## src/dem_pkg.sv

```systemverilog
`default_nettype none
package dem_pkg;

	// ------------------------------------------------------------
	// Bus geometry
	// ------------------------------------------------------------
	localparam int DEM_AW   = 12;
	localparam int DEM_DW   = 32;
	localparam int DEM_M0_W = 21;
	localparam int DEM_M1_W = 13;
	localparam int DEM_ACK_W = 16;
	localparam int DEM_PHY_W = 5;

	// ------------------------------------------------------------
	// Register offsets
	// ------------------------------------------------------------
	localparam logic [DEM_AW-1:0] DEM_OFS_ST0 = 12'h0bc;
	localparam logic [DEM_AW-1:0] DEM_OFS_ST1 = 12'h0c0;
	localparam logic [DEM_AW-1:0] DEM_OFS_M0  = 12'h0c4;
	localparam logic [DEM_AW-1:0] DEM_OFS_M1  = 12'h0c8;

	// ------------------------------------------------------------
	// Field positions, first status and mask
	// ------------------------------------------------------------
	localparam int DEM_F0_ACK_LSB = 0;
	localparam int DEM_F0_PHY_LSB = 16;

	// ------------------------------------------------------------
	// Field positions, second status and mask
	// ------------------------------------------------------------
	localparam int DEM_F1_HS_TO    = 0;
	localparam int DEM_F1_LP_TO    = 1;
	localparam int DEM_F1_ECC_ONE  = 2;
	localparam int DEM_F1_ECC_MULT = 3;
	localparam int DEM_F1_CRC      = 4;
	localparam int DEM_F1_PKT_SIZE = 5;
	localparam int DEM_F1_EOTP     = 6;
	localparam int DEM_F1_DPI_FULL = 7;
	localparam int DEM_F1_CMD_WR   = 8;
	localparam int DEM_F1_PLD_WR   = 9;
	localparam int DEM_F1_PLD_SEND = 10;
	localparam int DEM_F1_PLD_RD   = 11;
	localparam int DEM_F1_PLD_RECV = 12;

	// ------------------------------------------------------------
	// State and reset values
	// ------------------------------------------------------------
	typedef struct packed {
		logic [DEM_M0_W-1:0] mask0;
		logic [DEM_M1_W-1:0] mask1;
		logic [DEM_M0_W-1:0] st0;
		logic [DEM_M1_W-1:0] st1;
		logic [DEM_DW-1:0]   rdata;
		logic                irq;
		logic                cmd_push;
		logic                pld_push;
	} dem_state_t;

	localparam logic [DEM_M0_W-1:0] DEM_M0_RST = 21'h0;
	localparam logic [DEM_M1_W-1:0] DEM_M1_RST = 13'h0;
	localparam dem_state_t DEM_STATE_RST = '{
		mask0: DEM_M0_RST, mask1: DEM_M1_RST, st0: 21'h0, st1: 13'h0,
		rdata: 32'h0, irq: 1'b0, cmd_push: 1'b0, pld_push: 1'b0};

endpackage : dem_pkg
`default_nettype wire

```

## src/dem_top.sv

```systemverilog
`timescale 1ns/10ps
`default_nettype none

// Overview of operation
// - First mask register at 0x0c4 gates each first status source.
// - First mask bits 20..16 gate lane 0 PHY errors.
// - First mask bits 15..0 gate acknowledge report bits position for position.
// - Acknowledge bits: SoT, syncs, escape, timeouts, ECC, checksum, type, channel, length, protocol.
// - Second mask at 0x0c8 gates second status; bits 31..13 read zero.
// - Command write into full command FIFO is dropped, flags bit 8.
// - Payload write into full payload FIFO is discarded, flags bit 9.
// - Payload FIFO empty while building generic packet flags bit 10.
// - Payload FIFO empty while delivering read data flags bit 11.
// - Payload FIFO full during generic read back flags bit 12.
// - Pixel FIFO full while storing video line flags bit 7.
// - Peripheral transmission ending without end-of-transmission packet flags bit 6.
// - Packet size error during reception flags bit 5.
// - Received packet failing CRC flags bit 4.
// - Multi-bit header ECC error flags bit 3.
// - Corrected single-bit header ECC error flags bit 2.
// - Low-power receive timeout with contention flags bit 1.
// - High-speed transmit timeout with contention flags bit 0.
module dem_top (
	input  wire logic                          clk,
	input  wire logic                          nrst,
	input  wire logic [dem_pkg::DEM_AW-1:0]    addr,
	input  wire logic [dem_pkg::DEM_DW-1:0]    wdata,
	input  wire logic                          wr_en,
	input  wire logic                          rd_en,
	output logic      [dem_pkg::DEM_DW-1:0]    rdata,
	input  wire logic [dem_pkg::DEM_PHY_W-1:0] phy_err_evt,
	input  wire logic                          ack_report_vld,
	input  wire logic [dem_pkg::DEM_ACK_W-1:0] ack_report,
	input  wire logic                          gen_cmd_wr,
	input  wire logic                          cmd_fifo_full,
	input  wire logic                          gen_pld_wr,
	input  wire logic                          pld_wr_fifo_full,
	input  wire logic                          gen_pkt_build,
	input  wire logic                          pld_wr_fifo_empty,
	input  wire logic                          dcs_rd_deliver,
	input  wire logic                          pld_rd_fifo_empty,
	input  wire logic                          gen_rd_back,
	input  wire logic                          pld_rd_fifo_full,
	input  wire logic                          dpi_line_store,
	input  wire logic                          pixel_fifo_full,
	input  wire logic                          rx_trans_end,
	input  wire logic                          rx_eotp_seen,
	input  wire logic                          rx_pkt_size_err,
	input  wire logic                          rx_crc_err,
	input  wire logic                          rx_ecc_multi,
	input  wire logic                          rx_ecc_single_fix,
	input  wire logic                          lp_receive_timeout,
	input  wire logic                          lp_contention,
	input  wire logic                          hs_transmit_timeout,
	input  wire logic                          hs_contention,
	output logic                               cmd_fifo_push,
	output logic                               pld_fifo_push,
	output logic                               irq
);
	import dem_pkg::*;

	// ------------------------------------------------------------
	// State
	// ------------------------------------------------------------
	dem_state_t           s_r;
	dem_state_t           s_nxt;
	logic                 sel_st0;
	logic                 sel_st1;
	logic                 sel_m0;
	logic                 sel_m1;
	logic [DEM_M0_W-1:0]  set0;
	logic [DEM_M1_W-1:0]  set1;

	// ------------------------------------------------------------
	// Address decode
	// ------------------------------------------------------------
	always_comb begin
		sel_st0 = 1'b0;
		sel_st1 = 1'b0;
		sel_m0  = 1'b0;
		sel_m1  = 1'b0;
		if (addr == DEM_OFS_ST0) begin
			sel_st0 = 1'b1;
		end else if (addr == DEM_OFS_ST1) begin
			sel_st1 = 1'b1;
		end else if (addr == DEM_OFS_M0) begin
			sel_m0 = 1'b1;
		end else if (addr == DEM_OFS_M1) begin
			sel_m1 = 1'b1;
		end
	end

	// ------------------------------------------------------------
	// Event sources
	// ------------------------------------------------------------
	// First status: PHY lane 0 pulses above the acknowledge report
	always_comb begin
		set0 = '0;
		set0[DEM_F0_PHY_LSB +: DEM_PHY_W] = phy_err_evt;
		if (ack_report_vld) begin
			set0[DEM_F0_ACK_LSB +: DEM_ACK_W] = ack_report;
		end
	end

	// Second status: each flag except bits 5..2 is a qualified condition
	always_comb begin
		set1 = '0;
		set1[DEM_F1_CMD_WR]   = gen_cmd_wr & cmd_fifo_full;
		set1[DEM_F1_PLD_WR]   = gen_pld_wr & pld_wr_fifo_full;
		set1[DEM_F1_PLD_SEND] = gen_pkt_build & pld_wr_fifo_empty;
		set1[DEM_F1_PLD_RD]   = dcs_rd_deliver & pld_rd_fifo_empty;
		set1[DEM_F1_PLD_RECV] = gen_rd_back & pld_rd_fifo_full;
		set1[DEM_F1_DPI_FULL] = dpi_line_store & pixel_fifo_full;
		set1[DEM_F1_EOTP]     = rx_trans_end & ~rx_eotp_seen;
		set1[DEM_F1_PKT_SIZE] = rx_pkt_size_err;
		set1[DEM_F1_CRC]      = rx_crc_err;
		set1[DEM_F1_ECC_MULT] = rx_ecc_multi;
		set1[DEM_F1_ECC_ONE]  = rx_ecc_single_fix;
		set1[DEM_F1_LP_TO]    = lp_receive_timeout & lp_contention;
		set1[DEM_F1_HS_TO]    = hs_transmit_timeout & hs_contention;
	end

	// ------------------------------------------------------------
	// Next state
	// ------------------------------------------------------------
	// Status clears on read, but a new event in that cycle wins
	always_comb begin
		s_nxt = s_r;
		s_nxt.st0 = ((rd_en && sel_st0) ? '0 : s_r.st0) | set0;
		s_nxt.st1 = ((rd_en && sel_st1) ? '0 : s_r.st1) | set1;
		// Only implemented bits are stored, so reserved writes vanish
		if (wr_en && sel_m0) begin
			s_nxt.mask0 = wdata[DEM_M0_W-1:0];
		end
		if (wr_en && sel_m1) begin
			s_nxt.mask1 = wdata[DEM_M1_W-1:0];
		end
		// Read data stands one cycle only, zero elsewhere
		s_nxt.rdata = '0;
		if (rd_en) begin
			if (sel_st0) begin
				s_nxt.rdata = {{(DEM_DW-DEM_M0_W){1'b0}}, s_r.st0};
			end else if (sel_st1) begin
				s_nxt.rdata = {{(DEM_DW-DEM_M1_W){1'b0}}, s_r.st1};
			end else if (sel_m0) begin
				s_nxt.rdata = {{(DEM_DW-DEM_M0_W){1'b0}}, s_r.mask0};
			end else if (sel_m1) begin
				s_nxt.rdata = {{(DEM_DW-DEM_M1_W){1'b0}}, s_r.mask1};
			end
		end
		// Full FIFO: the push is withheld, the write is lost
		s_nxt.cmd_push = gen_cmd_wr & ~cmd_fifo_full;
		s_nxt.pld_push = gen_pld_wr & ~pld_wr_fifo_full;
		// Built from next values so irq tracks the stored status exactly
		s_nxt.irq = (|(s_nxt.st0 & s_nxt.mask0)) | (|(s_nxt.st1 & s_nxt.mask1));
	end

	// ------------------------------------------------------------
	// Registers
	// ------------------------------------------------------------
	always_ff @(posedge clk or negedge nrst) begin
		if (!nrst) begin
			s_r <= DEM_STATE_RST;
		end else begin
			s_r <= s_nxt;
		end
	end

	// Outputs straight from flops
	assign rdata         = s_r.rdata;
	assign irq           = s_r.irq;
	assign cmd_fifo_push = s_r.cmd_push;
	assign pld_fifo_push = s_r.pld_push;

	// ------------------------------------------------------------
	// Assertions
	// ------------------------------------------------------------
	property p_mask0_wr;
		@(posedge clk) disable iff (!nrst)
		(wr_en && addr == DEM_OFS_M0) |=> (s_r.mask0 == $past(wdata[DEM_M0_W-1:0]));
	endproperty
	a_mask0_wr: assert property (p_mask0_wr) else $error("first mask not written");

	property p_mask1_rd;
		@(posedge clk) disable iff (!nrst)
		(rd_en && addr == DEM_OFS_M1 && !wr_en)
			|=> (rdata[DEM_DW-1:DEM_M1_W] == '0) && (rdata[DEM_M1_W-1:0] == $past(s_r.mask1));
	endproperty
	a_mask1_rd: assert property (p_mask1_rd) else $error("second mask readback wrong");

	// Upper bits must read zero whatever was written there
	property p_mask0_rd;
		@(posedge clk) disable iff (!nrst)
		(rd_en && addr == DEM_OFS_M0 && !wr_en)
			|=> (rdata[DEM_DW-1:DEM_M0_W] == '0) && (rdata[DEM_M0_W-1:0] == $past(s_r.mask0));
	endproperty
	a_mask0_rd: assert property (p_mask0_rd) else $error("first mask readback wrong");

	// A read with no new event leaves the first status empty
	property p_st0_clear;
		@(posedge clk) disable iff (!nrst)
		(rd_en && addr == DEM_OFS_ST0 && !ack_report_vld && phy_err_evt == '0)
			|=> (s_r.st0 == '0);
	endproperty
	a_st0_clear: assert property (p_st0_clear) else $error("first status not cleared by read");

	// Clear and set in one cycle: only the new events survive
	property p_clr_set;
		@(posedge clk) disable iff (!nrst)
		(rd_en && addr == DEM_OFS_ST1) |=> (s_r.st1 == $past(set1));
	endproperty
	a_clr_set: assert property (p_clr_set) else $error("second status clear lost a new event");

	// ------------------------------------------------------------
	// Event assertions
	// ------------------------------------------------------------

	property p_ack_set;
		@(posedge clk) disable iff (!nrst)
		ack_report_vld |=> ((s_r.st0[DEM_ACK_W-1:0] & $past(ack_report)) == $past(ack_report));
	endproperty
	a_ack_set: assert property (p_ack_set) else $error("ack report bit lost");

	// Lane pulses land in the upper field of the first status
	property p_phy_set;
		@(posedge clk) disable iff (!nrst)
		(phy_err_evt != '0)
			|=> ((s_r.st0[DEM_F0_PHY_LSB +: DEM_PHY_W] & $past(phy_err_evt)) == $past(phy_err_evt));
	endproperty
	a_phy_set: assert property (p_phy_set) else $error("phy lane error bit lost");

	property p_cmd_drop;
		@(posedge clk) disable iff (!nrst)
		(gen_cmd_wr && cmd_fifo_full) |=> (s_r.st1[DEM_F1_CMD_WR] && !cmd_fifo_push);
	endproperty
	a_cmd_drop: assert property (p_cmd_drop) else $error("full command write not dropped");

	property p_pld_drop;
		@(posedge clk) disable iff (!nrst)
		(gen_pld_wr && pld_wr_fifo_full) |=> (s_r.st1[DEM_F1_PLD_WR] && !pld_fifo_push);
	endproperty
	a_pld_drop: assert property (p_pld_drop) else $error("full payload write not dropped");

	property p_cmd_push;
		@(posedge clk) disable iff (!nrst)
		(gen_cmd_wr && !cmd_fifo_full) |=> cmd_fifo_push;
	endproperty
	a_cmd_push: assert property (p_cmd_push) else $error("command write not pushed");

	property p_pld_push;
		@(posedge clk) disable iff (!nrst)
		(gen_pld_wr && !pld_wr_fifo_full) |=> pld_fifo_push;
	endproperty
	a_pld_push: assert property (p_pld_push) else $error("payload write not pushed");

	property p_send_empty;
		@(posedge clk) disable iff (!nrst)
		(gen_pkt_build && pld_wr_fifo_empty) |=> s_r.st1[DEM_F1_PLD_SEND];
	endproperty
	a_send_empty: assert property (p_send_empty) else $error("payload empty on build not flagged");

	property p_rd_empty;
		@(posedge clk) disable iff (!nrst)
		(dcs_rd_deliver && pld_rd_fifo_empty) |=> s_r.st1[DEM_F1_PLD_RD];
	endproperty
	a_rd_empty: assert property (p_rd_empty) else $error("payload empty on delivery not flagged");

	property p_full_flags;
		@(posedge clk) disable iff (!nrst)
		(gen_rd_back && pld_rd_fifo_full) |=> s_r.st1[DEM_F1_PLD_RECV];
	endproperty
	a_full_flags: assert property (p_full_flags) else $error("read back full not flagged");

	property p_dpi_full;
		@(posedge clk) disable iff (!nrst)
		(dpi_line_store && pixel_fifo_full) |=> s_r.st1[DEM_F1_DPI_FULL];
	endproperty
	a_dpi_full: assert property (p_dpi_full) else $error("pixel fifo full not flagged");

	property p_eotp;
		@(posedge clk) disable iff (!nrst)
		(rx_trans_end && !rx_eotp_seen) |=> s_r.st1[DEM_F1_EOTP];
	endproperty
	a_eotp: assert property (p_eotp) else $error("missing eotp not flagged");

	property p_size_err;
		@(posedge clk) disable iff (!nrst)
		rx_pkt_size_err |=> s_r.st1[DEM_F1_PKT_SIZE];
	endproperty
	a_size_err: assert property (p_size_err) else $error("packet size error not flagged");

	property p_crc_err;
		@(posedge clk) disable iff (!nrst)
		rx_crc_err |=> s_r.st1[DEM_F1_CRC];
	endproperty
	a_crc_err: assert property (p_crc_err) else $error("crc error not flagged");

	property p_ecc_multi;
		@(posedge clk) disable iff (!nrst)
		rx_ecc_multi |=> s_r.st1[DEM_F1_ECC_MULT];
	endproperty
	a_ecc_multi: assert property (p_ecc_multi) else $error("multi-bit ecc error not flagged");

	property p_ecc_single;
		@(posedge clk) disable iff (!nrst)
		rx_ecc_single_fix |=> s_r.st1[DEM_F1_ECC_ONE];
	endproperty
	a_ecc_single: assert property (p_ecc_single) else $error("single-bit ecc error not flagged");

	property p_timeout;
		@(posedge clk) disable iff (!nrst)
		(hs_transmit_timeout && !hs_contention && !s_r.st1[DEM_F1_HS_TO]) |=> !s_r.st1[DEM_F1_HS_TO];
	endproperty
	a_timeout: assert property (p_timeout) else $error("timeout flagged without contention");

	property p_lp_timeout;
		@(posedge clk) disable iff (!nrst)
		(lp_receive_timeout && lp_contention) |=> s_r.st1[DEM_F1_LP_TO];
	endproperty
	a_lp_timeout: assert property (p_lp_timeout) else $error("receive timeout not flagged");

	property p_hs_timeout;
		@(posedge clk) disable iff (!nrst)
		(hs_transmit_timeout && hs_contention) |=> s_r.st1[DEM_F1_HS_TO];
	endproperty
	a_hs_timeout: assert property (p_hs_timeout) else $error("transmit timeout not flagged");

	// ------------------------------------------------------------
	// Interrupt and read data
	// ------------------------------------------------------------
	property p_irq;
		@(posedge clk) disable iff (!nrst)
		irq == ((|(s_r.st0 & s_r.mask0)) || (|(s_r.st1 & s_r.mask1)));
	endproperty
	a_irq: assert property (p_irq) else $error("interrupt disagrees with masked status");

	property p_rdata_idle;
		@(posedge clk) disable iff (!nrst)
		!rd_en |=> (rdata == '0);
	endproperty
	a_rdata_idle: assert property (p_rdata_idle) else $error("read data outside read cycle");

	// ------------------------------------------------------------
	// Coverage
	// ------------------------------------------------------------
	c_irq_rise: cover property (@(posedge clk) disable iff (!nrst) $rose(irq));
	c_cmd_drop: cover property (@(posedge clk) disable iff (!nrst) gen_cmd_wr && cmd_fifo_full);
	c_clr_set:  cover property (@(posedge clk) disable iff (!nrst)
		rd_en && addr == DEM_OFS_ST1 && (|set1));
	c_phy_err:  cover property (@(posedge clk) disable iff (!nrst) ##1 s_r.st0[DEM_F0_PHY_LSB]);

endmodule : dem_top
`default_nettype wire

```

## config.mk

```make
export PLATFORM = sky130hd
export DESIGN_NAME = dem_top
export DESIGN_NICKNAME = d
export VERILOG_FILES = /design/src/dem_pkg.sv /design/src/dem_top.sv
export SDC_FILE = /design/constraint.sdc
export NUM_CORES = 1
export LEC_CHECK = 0
export ABC_AREA = 1
export BUFFER_PORTS_ARGS = -buffer_cell sky130_fd_sc_hd__buf_2
export CORE_ASPECT_RATIO = 1.2
export CORE_MARGIN = 2
export CORE_UTILIZATION = 35
export DETAILED_ROUTE_END_ITERATION = 10
export GPL_TIMING_DRIVEN = 0
export PLACE_DENSITY_LB_ADDON = 0.12
export SLEW_MARGIN = 25
export SYNTH_ARGS = -nofsm -noshare
export SYNTH_HDL_FRONTEND = slang
export SYNTH_SLANG_ARGS = --single-unit
```

## constraint.sdc

```tcl
create_clock -name clk -period 1.42 [get_ports clk]
set_input_delay 0.284 -clock clk [delete_from_list [all_inputs] [get_ports clk]]
set_output_delay 0.284 -clock clk [all_outputs]
set_load 0.005 [all_outputs]
```

==> results.cfg, run 1 <==
[die]
die_area_sq_mm = 0.01374
rows = 45
io_pins = 127
die_y_um = 128.0
initial_utilization_pct = 35.57
die_w_um = 107.3
core_sq_mm = 0.01261

[global_routing]
grt_pass1_vias = 4041
track_usage_pct = 20.16
grt_pass1_wl_um = 20730
grt-busiest-layer = met2
antenna_found_initial = 0
use_met2_pct = 34.77
grt_max_degree = 73
grt.overflow.total = 0
use_met1_pct = 24.24
grt.met3_usage_pct = 3.610

[status]
status = finished with violations
violations = setup timing

[placed_design]
dpl-instance-area_sq_mm = 0.005289
dp_hpwl_um = 9495
port_buffers = 102
post-place-ws_ns = -0.8478
place_congestion = 0.9023

[cells_and_area]
final_nets = 805
diodes = 0
final_common_cell = nand2_1
stdcell_area_sq_mm = 0.006062
drive_above_1_share_pct = 30.87
final_cell_mix = nand2_1 (209), buf_2 (101), dfrtp_1 (92)
postLayoutCoreUtil_pct = 48.07
area_delta_synth_final_pct = 35.15

[sta]
max_slew_margin_pct = 53.58
fin_setup_tns_ns = -1.277
hold_viol = 0
rsz0062_at_grt = yes
setup_violations = 18
final.setup.worst_slack_ns = -0.2043
skew_ns = 0.003854
fin_crit_sh_pct = 114.4
worst_slew_pin_slew_ns = 0.6962
fmax_mhz = 615.7
period_needed_ns = 1.624
drv_slew = 0

[job]
maxCapViolCount = 0

[route]
via_count = 4077
drc = 0
routedWlPerCell_um = 15.18
drt_wl_total_um = 13360
drt_iter0_drc = 194
ant_nets = 0
viasPerCell = 4.633
dr.pass1.iters = 4

[logic_synthesis]
yosys_warnings = 0
async_flop_share_pct = 100.0
synth_edf_count = 0
ys.flop_type = dfrtp_1
synth-seq-cells = 92
seq_area_frac_synth_pct = 51.32
synthDistinctLibCells = 25
syn-cell-area_sq_mm = 0.004486
syn-mean-instance-area_sq_um = 7.996
synth_cells = 561

[clock_network]
cts_buffer_depth = 2
cts_tree = built
cts_root_buf = clkbuf_16
cts_made_buffers = 9
htreeDepth = 3
path_clk_slew_ns = 0.06
clk_latency_ns = 0.34
cts_num_sinks = 92

[worst_setup_path]
cp-start-kind = input pin
cp-startpoint = addr[0]
endpoint_kind = flop
critPathArrivalTime_ns = 1.85
worstPathCellList = buf_2, nor2_4, inv_4, nor2_4, nand3_4, buf_4, nand2_1, nand2_1, nand2_1, nand2_1, nor2_1, nand3_1, nor2_2, nand2_1
r2r_end = irq
crit_path_frequent_cell = nand2_1
critical_path_class = in2reg
cp.depth = 14
path_max_fanout = 10
rrSetupSlack_ns = 0.15
timing.rr.start = s_r[35]
cp.buffers_inverters = 3
crit_family = simple AND/OR/NAND/NOR gates
cp_slowest_cell = buf_4
reg2reg_depth = 8
cp.required_ns = 1.65
cp-endpoint = irq
critPathMaxStageDelay_ns = 0.20

[min_path]
min-delay-path-class = in2reg

[pwr]
p_leak_nw = 3.514
ir_drop_mv = 0.5206
p_total_w = 0.005329
power_density_mw_per_mm2 = 879.1
==> power breakdown <==
| part | internal, W | total (W) | switching, W |
|---|---|---|---|
| sequential | 0.00263 | 0.00263 | 0.00000319 |
| clock | 0.00134 | 0.00231 | 0.000966 |
| combinational | 0.000165 | 0.000391 | 0.000226 |
==> logic make-up (layout without fill, tap and decap cells) <==
family	Yosys count	in the layout	synth area share, %
AO/OA/AOI/OAI	60	60	7.448
buffers and inverters	117	262	13.31
flip-flops	92	92	51.33
AND/OR/NAND/NOR	291	291	27.84
other	1	11	0.08360
==> state kept, by name (all words and copies together), names as in the netlist <==
name           flops
cmd_fifo_push      1
irq                1
pld_fifo_push      1
rdata             21
s_r               68
==> worst min path at each step <==
stage / depth (start not counted) / slack, ns / startpoint / end
finish: 2 / 0.10 / pld_wr_fifo_full / pld_fifo_push
global route: 2 / 0.1 / pld_wr_fifo_full / pld_fifo_push
CTS: 2 / 0.09 / pld_wr_fifo_full / pld_fifo_push
detailed placement: 1 / 0.15 / nrst / cmd_fifo_push
global placement: 2 / 0.45 / pld_wr_fifo_full / pld_fifo_push
floorplan: 0 / -0.01 / nrst / cmd_fifo_push
==> cell usage after synthesis (all sizes together), types with 6 or more instances <==
master	number	share of area (%)
nor2	26	3.0
o21ai	46	5.1
dfrtp	92	51
nand3	40	5.1
nand2	212	18
inv	63	5.3
buf	47	7.4
nand4	11	1.5
clkbuf	6	0.50
o211ai	12	2.0
==> final cells by class <==
class                           instances  area [sq um]
Multi-Input combinational cell        362          1744
Tap cell                              164         205.2
Inverter                               64         247.7
Clock inverter                          3         40.04
Buffer                                 53         422.9
Clock buffer                           11         232.7
Timing Repair Buffer                  131         867.1
Sequential cell                        92          2302
Fill cell                            1283          6550
==> stage by stage <==
stage	hold WS [ns]	std cells
global placement	0.4524	837
detailed placement	0.1498	838
finish	0.1007	880
floorplan	-0.01159	571
CTS	0.09405	871
global route	0.09813	880
==> routing by layer <==
| metal | vias up | routed length [um] |
|---|---|---|
| li1 | 2026 | - |
| met1 | 1915 | 5591 |
| met2 | 116 | 6696 |
| met3 | 20 | 766 |
| met4 | 0 | 306 |
| met5 | - | 0 |
==> what timing repair did <==
action                                  in CTS  in global routing
endpoints found under the setup margin      22                 21
buffers inserted                            16                  8
hold buffers                                 1                  0
hold endpoints to repair                    20                  0
pin swaps                                    9                  8
cloned                                       2                  1
resized for setup                           36                 36
(Power assumes the default switching activity.)
==> run 2, diff against run 1 <==
CELL_PAD_IN_SITES_DETAIL_PLACEMENT = 1   (was not set)
CELL_PAD_IN_SITES_GLOBAL_PLACEMENT = 1   (was not set)
==> results.cfg, run 2 (synthesized netlist as in run 1, its figures left out) <==
[route]
routedWlPerCell_um = 16.73
dr.pass1.iters = 4
viasPerCell = 4.716
ant_nets = 0
drt_wl_total_um = 14670
via_count = 4136
drt_iter0_drc = 159
drc = 0

[die]
die_w_um = 107.3
die_area_sq_mm = 0.01374
io_pins = 127
rows = 45
die_y_um = 128.0
initial_utilization_pct = 35.57
core_sq_mm = 0.01261

[worst_setup_path]
path_max_fanout = 5
timing.rr.start = s_r[41]
cp.required_ns = 1.64
cp-start-kind = input pin
rrSetupSlack_ns = 0.11
r2r_end = irq
critPathArrivalTime_ns = 1.94
endpoint_kind = flop
critical_path_class = in2reg
reg2reg_depth = 8

[cells_and_area]
final_cell_mix = nand2_1 (204), buf_2 (100), dfrtp_1 (92)
multi_input_area_sq_mm = 0.001754
final_nets = 800
area_delta_synth_final_pct = 35.40
final_common_cell = nand2_1
fillerInstances = 1564
regArea_sq_mm = 0.002302
largest_reg_flops = 68
drive_above_1_share_pct = 31.84
top_register = s_r
diodes = 0
postLayoutCoreUtil_pct = 48.15

[job]
maxCapViolCount = 0

[clock_network]
cts_made_buffers = 9
cts_tree = built
cts_buffer_depth = 2
htreeDepth = 3
clk_latency_ns = 0.34
cts_num_sinks = 92
cts_root_buf = clkbuf_16
path_clk_slew_ns = 0.06

[min_path]
holdPathStages = 2
hold_end = cmd_fifo_push
min-delay-path-class = in2reg
holdCritStartpoint = cmd_fifo_full

[status]
violations = setup timing
status = finished with violations

[pwr]
ir_drop_mv = 0.6331
power_density_mw_per_mm2 = 925.2
p_leak_nw = 3.505

[global_routing]
grt_pass1_wl_um = 22870
antenna_found_initial = 0
track_usage_pct = 22.09
grt_max_degree = 48
grt.overflow.total = 0
grt_pass1_vias = 4365

[sta]
max_slew_margin_pct = 54.50
skew_ns = 0.006121
rsz0062_at_grt = yes
hold_viol = 0
fin_crit_sh_pct = 121.1
period_needed_ns = 1.720
drv_slew = 0
fmax_mhz = 581.5
final.setup.worst_slack_ns = -0.2996
worst_slew_pin_slew_ns = 0.6824
setup_violations = 14

[placed_design]
post-place-ws_ns = -0.8796
dp_hpwl_um = 10510
place_congestion = 0.8837
port_buffers = 102
## run 2: area by class of cell
class / count / area share (%)
Multi-Input combinational cell: 362 / 28.88
Buffer: 53 / 7.334
Clock buffer: 11 / 3.997
Clock inverter: 5 / 1.236
Inverter: 64 / 4.079
Sequential cell: 92 / 37.91
Timing Repair Buffer: 126 / 13.19
Tap cell: 164 / 3.379
## run 2: worst max-delay path, cell delays in order
cell	delay [ns]
buf_2	0.13
nor2_4	0.12
nand2_4	0.07
nor2_4	0.21
nand3_4	0.19
buf_12	0.19
nand2_1	0.07
nand2_2	0.07
nand2_1	0.06
nand2_1	0.06
nor2_2	0.13
nand3_2	0.10
nor2_2	0.16
nand2_1	0.09
## run 2: timing repair
action	4_1_cts	5_1_grt
endpoints found under the hold margin	45	0
hold buffers	1	0
buffers inserted	9	10
setup endpoints to repair	22	19
resized for setup	48	31
pin swaps	7	16
gates cloned	1	2
## run 2: layer usage
layer	GRT usage [%]	part of all wire, %
met1	27.70	41
met2	39.50	52
met3	3.508	5.3
met4	5.807	1.9
met5	0	0
## run 2: how the worst max path moves through the flow
stage | depth (start not counted) | to | slack (ns) | startpoint
final | 14 | irq | -0.30 | addr[4]
after global routing | 15 | irq | -0.43 | addr[4]
after floorplan | 13 | irq | -0.1 | addr[5]
after global placement | 1 | s_r[61] | -0.90 | nrst
after detailed placement | 14 | irq | -0.88 | addr[1]
after CTS | 14 | irq | -0.27 | addr[0]
## run 2: power by group
group / leakage (nW) / internal [W] / switching, W / total, W
Combinational: 2.25 / 0.000162 / 0.000230 / 0.000392
Clock: 0.159 / 0.00158 / 0.00101 / 0.00260
Sequential: 1.10 / 0.00263 / 0.00000335 / 0.00263
## run 2: per-stage QoR
step                      area, sq um  total power (W)  std cells  setup TNS, ns  hold slack, ns
after CTS                        5883         0.005666        865        -0.9554          0.1039
after floorplan                  4539         0.002807        571        -0.8139        -0.01159
final                            6073         0.005619        877         -3.028          0.1100
after global placement           5255         0.003020        837        -101.20          0.4512
after global routing             6073         0.005828        877         -4.759          0.1096
after detailed placement         5289         0.003041        838         -21.36          0.2532
